<file path="src/gpc_regs.vh">
`ifndef GPC_REGS_VH
`define GPC_REGS_VH

// Register indices on the register access port.
`define GPC_PIN1_CONTROL_ADDR 8'h0D
`define GPC_PIN2_CONTROL_ADDR 8'h0E

// Field positions inside a pin control register.
`define GPC_SEL_HI 11
`define GPC_SEL_LO 8
`define GPC_DRIVE_STRENGTH_BIT 5
`define GPC_OUT_VALUE_BIT 4
`define GPC_OPEN_DRAIN_BIT 3
`define GPC_PULLDOWN_BIT 2
`define GPC_OUTPUT_ENABLE_N_BIT 1
`define GPC_INPUT_ENABLE_BIT 0

// Reset value and writable bits of a pin control register.
`define GPC_CONTROL_RESET 16'h0002
`define GPC_CONTROL_WRITE_MASK 16'h0F3F

// Output source selector codes.
`define GPC_SRC_GENERAL 4'h0
`define GPC_SRC_HV_OUT_1 4'h1
`define GPC_SRC_HV_OUT_2 4'h2
`define GPC_SRC_CONV_IRQ_1 4'h3
`define GPC_SRC_CONV_IRQ_2 4'h4
`define GPC_SRC_FAST_OSC 4'h5
`define GPC_SRC_SLOW_OSC 4'h6
`define GPC_SRC_ACTIVE 4'h7
`define GPC_SRC_STANDBY 4'h8
`define GPC_SRC_LOW_POWER 4'h9
`define GPC_SRC_SWITCH_DRV 4'hA
`define GPC_SRC_ALARM_2 4'hB
`define GPC_SRC_HOST_IRQ 4'hD

// Half periods of the divided oscillator outputs, in clock cycles.
`define GPC_FAST_OSC_HALF 2
`define GPC_SLOW_OSC_HALF 64

`endif

</file>
<file path="src/gpc_pin_control.v">
`timescale 1ns/1ns
`include "gpc_regs.vh"

// Summary of operation
// - Selector bits 11:8, code 0 gives pin data.
// - Codes 1, 2 give high-voltage output data.
// - Codes 3, 4 give converter interrupts.
// - Codes 5, 6 give divided fast, slow oscillators.
// - Codes 7, 8, 9 give mode indications.
// - Code B alarm two, D interrupt OR.
// - Bit 5 selects stronger drive strength.
// - Push-pull: bit 4 sets pin level.
// - Open-drain: one releases, zero pulls low.
// - Bit 3 selects open-drain over push-pull.
// - Bit 2 connects the pull-down resistor.
// - Bit 1 is active-low output enable.
// - Bit 0 enables the input path.
// - Pin two has identical independent register.
module gpc_pin_control #(
    parameter FAST_OSC_HALF = `GPC_FAST_OSC_HALF,
    parameter SLOW_OSC_HALF = `GPC_SLOW_OSC_HALF,
    parameter HOST_IRQ_WIDTH = 8
) (
    input wire clock,
    input wire resetn,
    input wire [7:0] reg_addr,
    input wire [15:0] reg_wdata,
    input wire reg_write,
    input wire reg_read,
    output reg [15:0] reg_rdata,
    input wire high_voltage_out_1,
    input wire high_voltage_out_2,
    input wire converter_interrupt_1,
    input wire converter_interrupt_2,
    input wire active_mode,
    input wire standby_mode,
    input wire low_power_mode,
    input wire switch_driver_state,
    input wire second_alarm,
    input wire [HOST_IRQ_WIDTH-1:0] host_irq_sources,
    input wire pin1_pad_in,
    output reg pin1_pad_out,
    output reg pin1_pad_oe,
    output reg pin1_drive_strength,
    output reg pin1_pulldown_on,
    output reg pin1_in_value,
    input wire pin2_pad_in,
    output reg pin2_pad_out,
    output reg pin2_pad_oe,
    output reg pin2_drive_strength,
    output reg pin2_pulldown_on,
    output reg pin2_in_value
);

    reg [15:0] pin1_control;
    reg [15:0] pin2_control;
    reg [15:0] next_rdata;
    reg [15:0] fast_count;
    reg [15:0] slow_count;
    reg fast_osc_out;
    reg slow_osc_out;
    reg [15:0] sources;
    wire pin1_next_out;
    wire pin1_next_oe;
    wire pin2_next_out;
    wire pin2_next_oe;

    // Drops reserved bits so they neither store nor read back.
    function [15:0] writable;
        input [15:0] value;
        begin
            writable = value & `GPC_CONTROL_WRITE_MASK;
        end
    endfunction

    // Counts a half period and reports the cycle on which it ends.
    function half_done;
        input [15:0] count;
        input integer half;
        begin
            half_done = (count == half[15:0] - 16'h0001);
        end
    endfunction

    always @(posedge clock or negedge resetn)
    begin
        if (!resetn)
        begin
            pin1_control <= `GPC_CONTROL_RESET;
            pin2_control <= `GPC_CONTROL_RESET;
        end
        else if (reg_write)
        begin
            if (reg_addr == `GPC_PIN1_CONTROL_ADDR)
            begin
                pin1_control <= writable(reg_wdata);
            end
            if (reg_addr == `GPC_PIN2_CONTROL_ADDR)
            begin
                pin2_control <= writable(reg_wdata);
            end
        end
    end

    always @*
    begin
        next_rdata = 16'h0000;
        case (reg_addr)
            `GPC_PIN1_CONTROL_ADDR:
            begin
                next_rdata = writable(pin1_control);
            end
            `GPC_PIN2_CONTROL_ADDR:
            begin
                next_rdata = writable(pin2_control);
            end
            default:
            begin
                next_rdata = 16'h0000;
            end
        endcase
    end

    // Read data is registered one cycle after the read strobe.
    always @(posedge clock or negedge resetn)
    begin
        if (!resetn)
        begin
            reg_rdata <= 16'h0000;
        end
        else if (reg_read)
        begin
            reg_rdata <= next_rdata;
        end
    end

    always @(posedge clock or negedge resetn)
    begin
        if (!resetn)
        begin
            fast_count <= 16'h0000;
            slow_count <= 16'h0000;
            fast_osc_out <= 1'b0;
            slow_osc_out <= 1'b0;
        end
        else
        begin
            if (half_done(fast_count, FAST_OSC_HALF))
            begin
                fast_count <= 16'h0000;
                fast_osc_out <= ~fast_osc_out;
            end
            else
            begin
                fast_count <= fast_count + 16'h0001;
            end
            if (half_done(slow_count, SLOW_OSC_HALF))
            begin
                slow_count <= 16'h0000;
                slow_osc_out <= ~slow_osc_out;
            end
            else
            begin
                slow_count <= slow_count + 16'h0001;
            end
        end
    end

    always @*
    begin
        sources = 16'h0000;
        sources[`GPC_SRC_HV_OUT_1] = high_voltage_out_1;
        sources[`GPC_SRC_HV_OUT_2] = high_voltage_out_2;
        sources[`GPC_SRC_CONV_IRQ_1] = converter_interrupt_1;
        sources[`GPC_SRC_CONV_IRQ_2] = converter_interrupt_2;
        sources[`GPC_SRC_FAST_OSC] = fast_osc_out;
        sources[`GPC_SRC_SLOW_OSC] = slow_osc_out;
        sources[`GPC_SRC_ACTIVE] = active_mode;
        sources[`GPC_SRC_STANDBY] = standby_mode;
        sources[`GPC_SRC_LOW_POWER] = low_power_mode;
        sources[`GPC_SRC_SWITCH_DRV] = switch_driver_state;
        sources[`GPC_SRC_ALARM_2] = second_alarm;
        sources[`GPC_SRC_HOST_IRQ] = |host_irq_sources;
    end

    gpc_pin_drive pin1_drive (
        .source_select(pin1_control[`GPC_SEL_HI:`GPC_SEL_LO]),
        .out_value(pin1_control[`GPC_OUT_VALUE_BIT]),
        .open_drain_select(pin1_control[`GPC_OPEN_DRAIN_BIT]),
        .output_enable_n(pin1_control[`GPC_OUTPUT_ENABLE_N_BIT]),
        .sources(sources),
        .next_pad_out(pin1_next_out),
        .next_pad_oe(pin1_next_oe)
    );

    gpc_pin_drive pin2_drive (
        .source_select(pin2_control[`GPC_SEL_HI:`GPC_SEL_LO]),
        .out_value(pin2_control[`GPC_OUT_VALUE_BIT]),
        .open_drain_select(pin2_control[`GPC_OPEN_DRAIN_BIT]),
        .output_enable_n(pin2_control[`GPC_OUTPUT_ENABLE_N_BIT]),
        .sources(sources),
        .next_pad_out(pin2_next_out),
        .next_pad_oe(pin2_next_oe)
    );

    always @(posedge clock or negedge resetn)
    begin
        if (!resetn)
        begin
            pin1_pad_out <= 1'b0;
            pin1_pad_oe <= 1'b0;
            pin1_drive_strength <= 1'b0;
            pin1_pulldown_on <= 1'b0;
            pin1_in_value <= 1'b0;
            pin2_pad_out <= 1'b0;
            pin2_pad_oe <= 1'b0;
            pin2_drive_strength <= 1'b0;
            pin2_pulldown_on <= 1'b0;
            pin2_in_value <= 1'b0;
        end
        else
        begin
            pin1_pad_out <= pin1_next_out;
            pin1_pad_oe <= pin1_next_oe;
            pin2_pad_out <= pin2_next_out;
            pin2_pad_oe <= pin2_next_oe;
            pin1_drive_strength <= pin1_control[`GPC_DRIVE_STRENGTH_BIT];
            pin2_drive_strength <= pin2_control[`GPC_DRIVE_STRENGTH_BIT];
            pin1_pulldown_on <= pin1_control[`GPC_PULLDOWN_BIT];
            pin2_pulldown_on <= pin2_control[`GPC_PULLDOWN_BIT];
            pin1_in_value <= pin1_control[`GPC_INPUT_ENABLE_BIT] & pin1_pad_in;
            pin2_in_value <= pin2_control[`GPC_INPUT_ENABLE_BIT] & pin2_pad_in;
        end
    end

endmodule // gpc_pin_control

</file>
<file path="src/gpc_pin_drive.v">
`timescale 1ns/1ns
`include "gpc_regs.vh"

module gpc_pin_drive (
    input wire [3:0] source_select,
    input wire out_value,
    input wire open_drain_select,
    input wire output_enable_n,
    input wire [15:0] sources,
    output reg next_pad_out,
    output reg next_pad_oe
);

    reg level;

    always @*
    begin
        level = 1'b0;
        case (source_select)
            4'hC, 4'hE, 4'hF:
            begin
                level = 1'b0;
            end
            `GPC_SRC_GENERAL:
            begin
                level = out_value;
            end
            default:
            begin
                level = sources[source_select];
            end
        endcase
        next_pad_out = 1'b0;
        next_pad_oe = 1'b0;
        if (!output_enable_n)
        begin
            if (open_drain_select)
            begin
                next_pad_out = 1'b0;
                next_pad_oe = ~level;
            end
            else
            begin
                next_pad_out = level;
                next_pad_oe = 1'b1;
            end
        end
    end

endmodule // gpc_pin_drive

</file>
<file path="config.mk">
export PLATFORM = sky130hd
export DESIGN_NAME = gpc_pin_control
export DESIGN_NICKNAME = d
export VERILOG_FILES = /design/src/gpc_pin_control.v /design/src/gpc_pin_drive.v
export VERILOG_INCLUDE_DIRS = /design/src
export SDC_FILE = /design/constraint.sdc
export NUM_CORES = 1
export LEC_CHECK = 0
export BUFFER_PORTS_ARGS = -buffer_cell sky130_fd_sc_hd__buf_4
export CELL_PAD_IN_SITES_DETAIL_PLACEMENT = 1
export CELL_PAD_IN_SITES_GLOBAL_PLACEMENT = 1
export CORE_MARGIN = 1.5
export CORE_UTILIZATION = 39
export DETAILED_ROUTE_END_ITERATION = 8
export PLACE_DENSITY = 0.79
export SYNTH_ARGS = -nofsm -noshare
export SYNTH_HDL_FRONTEND = slang
export SYNTH_SLANG_ARGS = --single-unit
export TNS_END_PERCENT = 30
</file>
<file path="constraint.sdc">
create_clock -name clock -period 1.7 [get_ports clock]
set_clock_uncertainty 0.05 [all_clocks]
set_input_delay 0.255 -clock clock [delete_from_list [all_inputs] [get_ports clock]]
set_output_delay 0.255 -clock clock [all_outputs]
set_load 0.005 [all_outputs]
</file>
==> summary by stage, run 1 <==
Layout
Of the cells placed in the final design, the portion with a size suffix greater than 1 is 0.348. The antenna diode instance count is 0. For this run, the post-layout net count is 398. The synthesis-to-finish area growth is 26.1%. After routing the design area is 4200 um2.

Power and ir drop
The switching power as a share of total power is 0.236. Of the total power, the clock network draws 0.415. The switching component of the power is 0.000873 W. Cell internal power was estimated by the tool at 0.00282 W. The analysis attributes to cell leakage a power of 1.97 nW. Across the VDD grid, the largest voltage drop is 0.000291 V. The share of total power dissipated in combinational logic is 0.083. Dividing total power by cell area gives a power density of 879 nW/um2. The share of total power dissipated in sequential elements is 0.502.

Drt
For this run, design rule violations remaining after detail routing come to 0. The DRC marker count from the first detailed-route iteration is 56. The total wire length after detailed routing is 7940 um.

The detailed-router iteration count before antenna repair is 4. The via count is 2427. In the routed layout, each cell is associated on average with a via count of 5.30.

In the final routed layout, each cell accounts on average for 17.3 um. In this run the remaining antenna-violating nets after routing total 0.

Synthesis
The library cell with the largest summed area after synthesis is dfrtp_1. The synthesized netlist cell count is 270. The fraction of post-synthesis cell area in the top cell type by area is 0.541.

Ranked by total cell area, the synthesized netlist is headed by dfrtp_1 54%, mux2_2 8.1%, xnor2_1 5.0%. The post-synthesis cell type count is 38. The total of warnings raised by yosys is 0. The synthesized netlist occupies a cell area of 3330 um2.

For this run, the register share of the synthesized area comes to 0.557. Synthesis inferred 74 register bits. Dividing the synthesized area by the synthesized cell count gives 12.3 um2.

CTS
The cell at the root of the clock tree is clkbuf_8. The total setup buffers inserted after CTS is 0. The H-tree was split into 3 levels.

The buffer levels on the longest clock path is 2. Clock tree synthesis found a total of 74 sinks. The clock slew at the register clock pins of the worst setup and hold paths is 80 ps.

TritonCTS built the clock tree. The TritonCTS buffer count is 9. The clock reaches the later pin of the worst-skew pair after 350 ps.

Setup path
The required time of the worst setup path is 1900 ps. The reg-to-reg startpoint is pin2_control[9]. STA classifies the critical path startpoint as a register. The startpoint of the worst setup timing path is pin2_control[9]. The length in cells of the worst reg-to-reg path is 4. The maximum fanout along the worst path is 4. The end point of the critical path is pin2_pad_out.

The kind of end point of the critical path is a register. The critical path class is register to register. The end of the worst register-to-register path is pin2_pad_out. STA puts the critical path data arrival time at 1830 ps. Setup slack on the worst reg-to-reg path comes out at 70 ps.

Timing
The setup violation total in the final timing report is 0. In the finished design, the share of the clock period the worst path needs comes to 0.957. Timing would allow up to 0.614 GHz. The max-slew violation count came to 0. Adding up every negative setup slack in the final design gives 0 ps.

For the pin with the worst max-slew slack, the measured transition is 493 ps. The smallest clock period supported by the final layout is computed as 1630 ps. Measured against its own limit, the worst slew margin works out to 0.669. Setup repair after global routing left no endpoint under its margin.

The total count of hold-check failures in the final report came to 0.

GRT
The number of antenna violations at the first check in global routing is 0. Entering global routing, the biggest net connects 27 pins. The via count of the first global-routing pass is 2652.

For this run, the total global-route usage over all layers was measured as 0.189. The total overflow left after global routing is 0. The first global-routing pass estimated 12900 um of wire.

Place
The count of buffers from port buffering is 60. The post-DP HPWL is 5620 um. The post-detailed-placement cell area is 3970 um2.

The final weighted congestion in routability-driven placement is 0.747.

Status
The run finished with clean final reports.

Floorplan
After floorplanning, the core was sized to cover 8260 um2. After floorplanning, the core was divided into 33 placement rows. The effective utilization at floorplan is 0.403. The total die area is 9110 um2. In this run the horizontal extent of the chip is 95.4 um. 73 I/O pins were placed. The height of the die is 95.4 um.

Run
Across the run, the number of max-cap violations was 0.

Min path
The worst hold path belongs to the class input port to register.
## cell usage after synthesis, drive strengths merged
cell      n
conb      1
dfstp     2
nand2b    4
nand3     8
buf      10
ha        3
and3      4
a32oi     1
nand2    10
and4      3
nor3      5
a22oi    10
mux4      4
dfrtp    72
a222oi    1
or4       3
nand4bb   1
a21oi    11
mux2     24
nor2     26
nor2b     3
nor4b     1
clkbuf    3
o311ai    1
inv       3
xor2     11
and2      6
xnor2    19
a31oi     2
nor3b     1
nand4     8
a211o     1
nor4      5
o2111ai   1
nand4b    2
## worst max-delay path: stages, from the launching register on
cell     delay (ps)
dfrtp_2         420
mux4_2          510
nor2b_1         140
a211o_1         240
and3_1          170
## state kept, by name, indices dropped and copies added, names as in the netlist
signal,count
pin1_pad_out,1
slow_osc_out,1
pin2_pad_out,1
pin1_in_value,1
pin2_drive_strength,1
fast_count,16
pin2_pad_oe,1
slow_count,16
pin1_control,10
pin2_pulldown_on,1
fast_osc_out,1
reg_rdata,10
pin2_in_value,1
pin1_pad_oe,1
pin2_control,10
pin1_pulldown_on,1
pin1_drive_strength,1
## stage by stage
stage / utilization / power [W] / worst slack [ps] / hold slack (ps) / std cells
finish: 0.509 / 0.00370 / 72.6 / 73.5 / 458
CTS: 0.508 / 0.00373 / 20.7 / 71.2 / 458
global placement: 0.481 / 0.00218 / 22.1 / 136 / 441
floorplan: - / 0.00199 / 72.7 / -90.6 / 275
detailed placement: 0.481 / 0.00220 / 15.6 / 141 / 441
global route: 0.509 / 0.00383 / 3.84 / 75.2 / 458
## cell type report
cell class              count  area [um2]
well taps                 105         131
multi-input cells         185        1410
clock buffers              10         128
inverters                   3        11.3
fillers                   886        4060
repair buffers             75         578
clock inverters             6        90.1
flip-flops and latches     74        1860
## cells in the final DEF (no fill, tap or decap), drive strengths merged, types with 8 or more instances in the layout
| master | count |
|---|---|
| a21oi | 11 |
| a22oi | 10 |
| buf | 74 |
| clkbuf | 10 |
| dfrtp | 72 |
| mux2 | 24 |
| nand2 | 10 |
| nand3 | 8 |
| nand4 | 8 |
| nor2 | 26 |
| xnor2 | 19 |
| xor2 | 11 |
## power by group through the flow
stage | Sequential, W | Combinational [W] | Clock [W]
global placement | 0.00189 | 0.000297 | 0
finish | 0.00186 | 0.000308 | 0.00153
floorplan | 0.00188 | 0.000110 | 0
global route | 0.00186 | 0.000343 | 0.00162
detailed placement | 0.00189 | 0.000309 | 0
CTS | 0.00186 | 0.000314 | 0.00156
## worst min path at each step
stage	from	end	slack, ps	cells after the start
finish	pin2_pad_in	pin2_in_value	70	2
global route	reg_wdata[9]	pin2_control[9]	80	2
CTS	pin2_pad_in	pin2_in_value	70	2
detailed placement	resetn	pin2_pad_out	140	1
global placement	resetn	pin2_pad_oe	140	1
floorplan	resetn	fast_count[0]	-90	0
## cell families after synthesis
group | synth area share
other | 0.00113
flip-flops | 0.557
buffers and inverters | 0.0270
AND/OR/NAND/NOR | 0.158
adder cells (fa/ha/maj) | 0.0113
multiplexers | 0.110
AO/OA/AOI/OAI | 0.0563
XOR/XNOR | 0.0789
## per-layer routing
layer / routed length, um / vias to the layer above / share of wire / global-route usage
li1: - / 1109 / - / -
met1: 3220 / 1231 / 0.41 / 0.223
met2: 4110 / 73 / 0.52 / 0.333
met3: 439 / 14 / 0.055 / 0.0335
met4: 170 / 0 / 0.021 / 0.0858
met5: 0 / - / 0 / 0
## repair_timing
action | in CTS | in global routing
gates cloned | 0 | 0
gates resized for setup | 0 | 3
hold buffers | 1 | 0
setup endpoints to repair | 1 | 6
pin swaps | 1 | 1
hold endpoints to repair | 21 | 0
Note: power is estimated with default switching activity, not from simulation.
==> run 2, diff against run 1 <==
--- a/config.mk
+++ b/config.mk
@@ -13,6 +13,7 @@
 export CORE_UTILIZATION = 39
 export DETAILED_ROUTE_END_ITERATION = 8
 export PLACE_DENSITY = 0.79
+export SETUP_SLACK_MARGIN = 0.3
 export SYNTH_ARGS = -nofsm -noshare
 export SYNTH_HDL_FRONTEND = slang
 export SYNTH_SLANG_ARGS = --single-unit
==> run 2 against run 1 <==
The flow now finishes with violations (setup timing). Combinational power rose by 6%. Total power fell by 0.40%. Clock power barely moved. Non-clock buffer count rose by 11. First-iteration DRC count rose by 43%. Final cell count rose by 2.4%. Count of clock-buffer cells in the layout did not move. Critical path depth did not move. Worst hold slack improved by 1.6 ps. Register-to-register slack got worse by 98 ps.
==> summary by stage, run 2 (synthesis gave the netlist of run 1 again) <==
Place
The post-DP HPWL is 5680 um (+1.0%). The worst slack at placement is -6.31 ps (-21.9 ps). The count of buffers from port buffering is 60 (unchanged). The final weighted congestion in routability-driven placement is 0.809 (+8.3%). The cell total after placement came to 441 (unchanged). The post-detailed-placement cell area came to 3970 um2 (unchanged).

GRT
The number of antenna violations at the first check in global routing was 0 (unchanged). The wire length of the first global-routing pass is 12500 um (-2.9%). The maximum number of pins on one net before global-route repair is 38 (+41%).

The total congestion overflow is 0 (unchanged). The total routing resource utilization after global routing is 0.185 (-0.00432). The via count of the first global-routing pass is 2518 (-5.1%).

CTS
The maximum level of the CTS H-tree is 3 (unchanged). CTS placed an instance of clkbuf_8 at the clock tree root. The clock slew at the register clock pins of the worst setup and hold paths was 80 ps (about the same). The CTS tree is done. The TritonCTS buffer count is 9 (unchanged).

The insertion delay of the later-clocked pin in the worst-skew pair is 340 ps (about the same). The number of sinks handled by clock tree synthesis was 74 (unchanged). The buffer levels on the longest clock path was 2 (unchanged).

Layout
The number of nets in the layout is 409 (+2.8%). The antenna diode instance count is 0 (unchanged). The share of the core filled with cells in the final layout came to 0.541 (+0.0323).

The library cell used most frequently in the layout, excluding fill and tap cells, is buf_4. The area growth from synthesis to layout is 34.1%. The ratio of cells with drive above 1 in the final layout came to 0.467 (+0.119). The count of placed standard cells in the final layout, fillers left out is 469 (+2.4%).

The largest registers in the layout are fast_count: 16 flops, slow_count: 16 flops. In the layout the commonest cells are 81 x buf_4, 61 x dfrtp_1, 22 x mux2_2, 20 x nor2_1, 19 x xnor2_1. The area of all placed cells without fillers is 4470 um2 (+6.3%).

Setup path
The required time of the worst setup path is 1890 ps (about the same). Grouping stages by cell kind, the critical path spends the most delay in multiplexers. The length in cells of the worst reg-to-reg path is 4 (unchanged). The highest cell delay on the worst timing path is 560 ps (+50 ps). The maximum fanout along the worst path is 3 (-1).

The register-to-register path setup slack is -30 ps (-100 ps). The data arrival time at the worst-slack endpoint is 1920 ps (+90 ps). The signal on the critical path passes through mux4_2 -> nor2b_4 -> a211o_1 -> and3_1.

The critical path class is register to register. The sum of buffers and inverters on the critical path is 0 (unchanged). The reg-to-reg startpoint is pin2_control[9]. STA classifies the critical path startpoint as a register. STA classifies the critical path endpoint as a register.

The slowest stage of the critical path is the mux4_2 cell. The endpoint identified for the worst register-to-register timing path is pin2_pad_out.

Timing
The final period utilization was 1.02 (+0.0578). The setup violation total in the final timing report came to 1 (+1). The worst setup slack after layout is -25.7 ps (-98.3 ps). The maximum clock rate is 0.579 GHz (-5.7%). The max-slew violation count is 0 (unchanged). The total count of hold-check failures in the final report was 0 (unchanged). Setup repair after global routing could not meet its margin everywhere. The clock period minus final worst setup slack is 1730 ps (+98.3 ps).

Drt
The total wire length after detailed routing is 8430 um (+6.2%). The mean number of vias per cell is 5.31 (+0.15%). The detailed-router iteration count before antenna repair was 4 (unchanged). The number of antenna-violating nets in the routed design is 0 (unchanged). The via count is 2489 (+2.6%). The wire length per cell after detailed routing was 18.0 um (+3.7%). The DRC marker count from the first detailed-route iteration was 80 (+43%). The post-detailed-route DRC marker count is 0 (unchanged).

Floorplan
The total die area came to 9110 um2 (unchanged). The height of the die is 95.4 um (unchanged). The standard cell core area was 8260 um2 (unchanged).

The number of primary I/O pins was 73 (unchanged). The count of standard-cell rows is 33 (unchanged). The width of the die is 95.4 um (unchanged).

The effective utilization at floorplan is 0.403 (unchanged).

Min path
The endpoint of the worst hold path is pin1_in_value. The worst hold path stage count is 2 (unchanged). The launch point of the worst hold path is pin1_pad_in. The worst hold path belongs to the class input port to register.

Power and ir drop
The maximum vdd ir drop was 0.000404 V (+39%). The combinational group share of total power is 0.088 (+0.005). The clock network fraction of design power is 0.407 (-0.008).

The share of power burned in registers is 0.505 (+0.003). The static power due to leakage is 2.08 nW (+5.9%). The switching component of the power is 0.000853 W (-2.4%). The internal power is 0.00283 W (+0.21%). The switching power as a share of total power is 0.232 (-0.00468).

The areal power density over the cells was 824 nW/um2 (-6.3%). The final total power is 0.00368 W (-0.40%).

Run
The count of maximum capacitance violations is 0 (unchanged).

Status
The run finished, with violations left. The checks that failed: setup timing.
## run 2: what timing repair did
item,in CTS,in global routing
cloned,0,0
setup endpoints to repair,24,36
hold buffers,1,0
pin swaps,2,30
gates resized for setup,7,49
hold endpoints to repair,33,0
setup buffers,2,9
## run 2: area by class of cell
class,count,area (um2)
sequential,74,1870
clock buffer,10,128
clock inverter,6,88.8
multi-input combinational,185,1570
fill,871,3790
tap,105,131
inverter,3,11.3
timing repair buffer,86,672
## run 2: layer usage
metal	global-route usage	wire, um	vias to the layer above
met5	0	0	-
met4	0.0711	163	0
met3	0.0367	450	14
met2	0.335	4390	76
met1	0.213	3420	1268
li1	-	-	1131
## run 2: how the worst max path moves through the flow
| stage | from | end | slack (ps) | cells after the start |
|---|---|---|---|---|
| 2_1_floorplan | pin2_control[9] | pin2_pad_out | 110 | 3 |
| 3_3_place_gp | pin2_control[9] | pin2_pad_out | 60 | 4 |
| 3_5_place_dp | reg_addr[4] | pin2_control[9] | -6 | 6 |
| 4_1_cts | pin2_control[9] | pin2_pad_out | 10 | 4 |
| 5_1_grt | pin2_control[9] | pin2_pad_out | -40 | 4 |
| 6_report | pin2_control[9] | pin2_pad_out | -30 | 4 |
## run 2: through the flow
step / setup TNS, ps / hold WS [ps]
4_1_cts: 0 / 66.3
3_5_place_dp: -10.7 / 195
2_1_floorplan: 0 / -90.6
3_3_place_gp: 0 / 190
6_report: -25.7 / 75.1
5_1_grt: -39.3 / 64.5
## run 2: power by group through the flow
stage | combinational [W] | clock, W | sequential (W)
after floorplan | 0.000111 | 0 | 0.00188
after global placement | 0.000295 | 0 | 0.00189
after detailed placement | 0.000307 | 0 | 0.00189
after CTS | 0.000317 | 0.00154 | 0.00186
after global routing | 0.000355 | 0.00161 | 0.00186
final | 0.000325 | 0.00150 | 0.00186
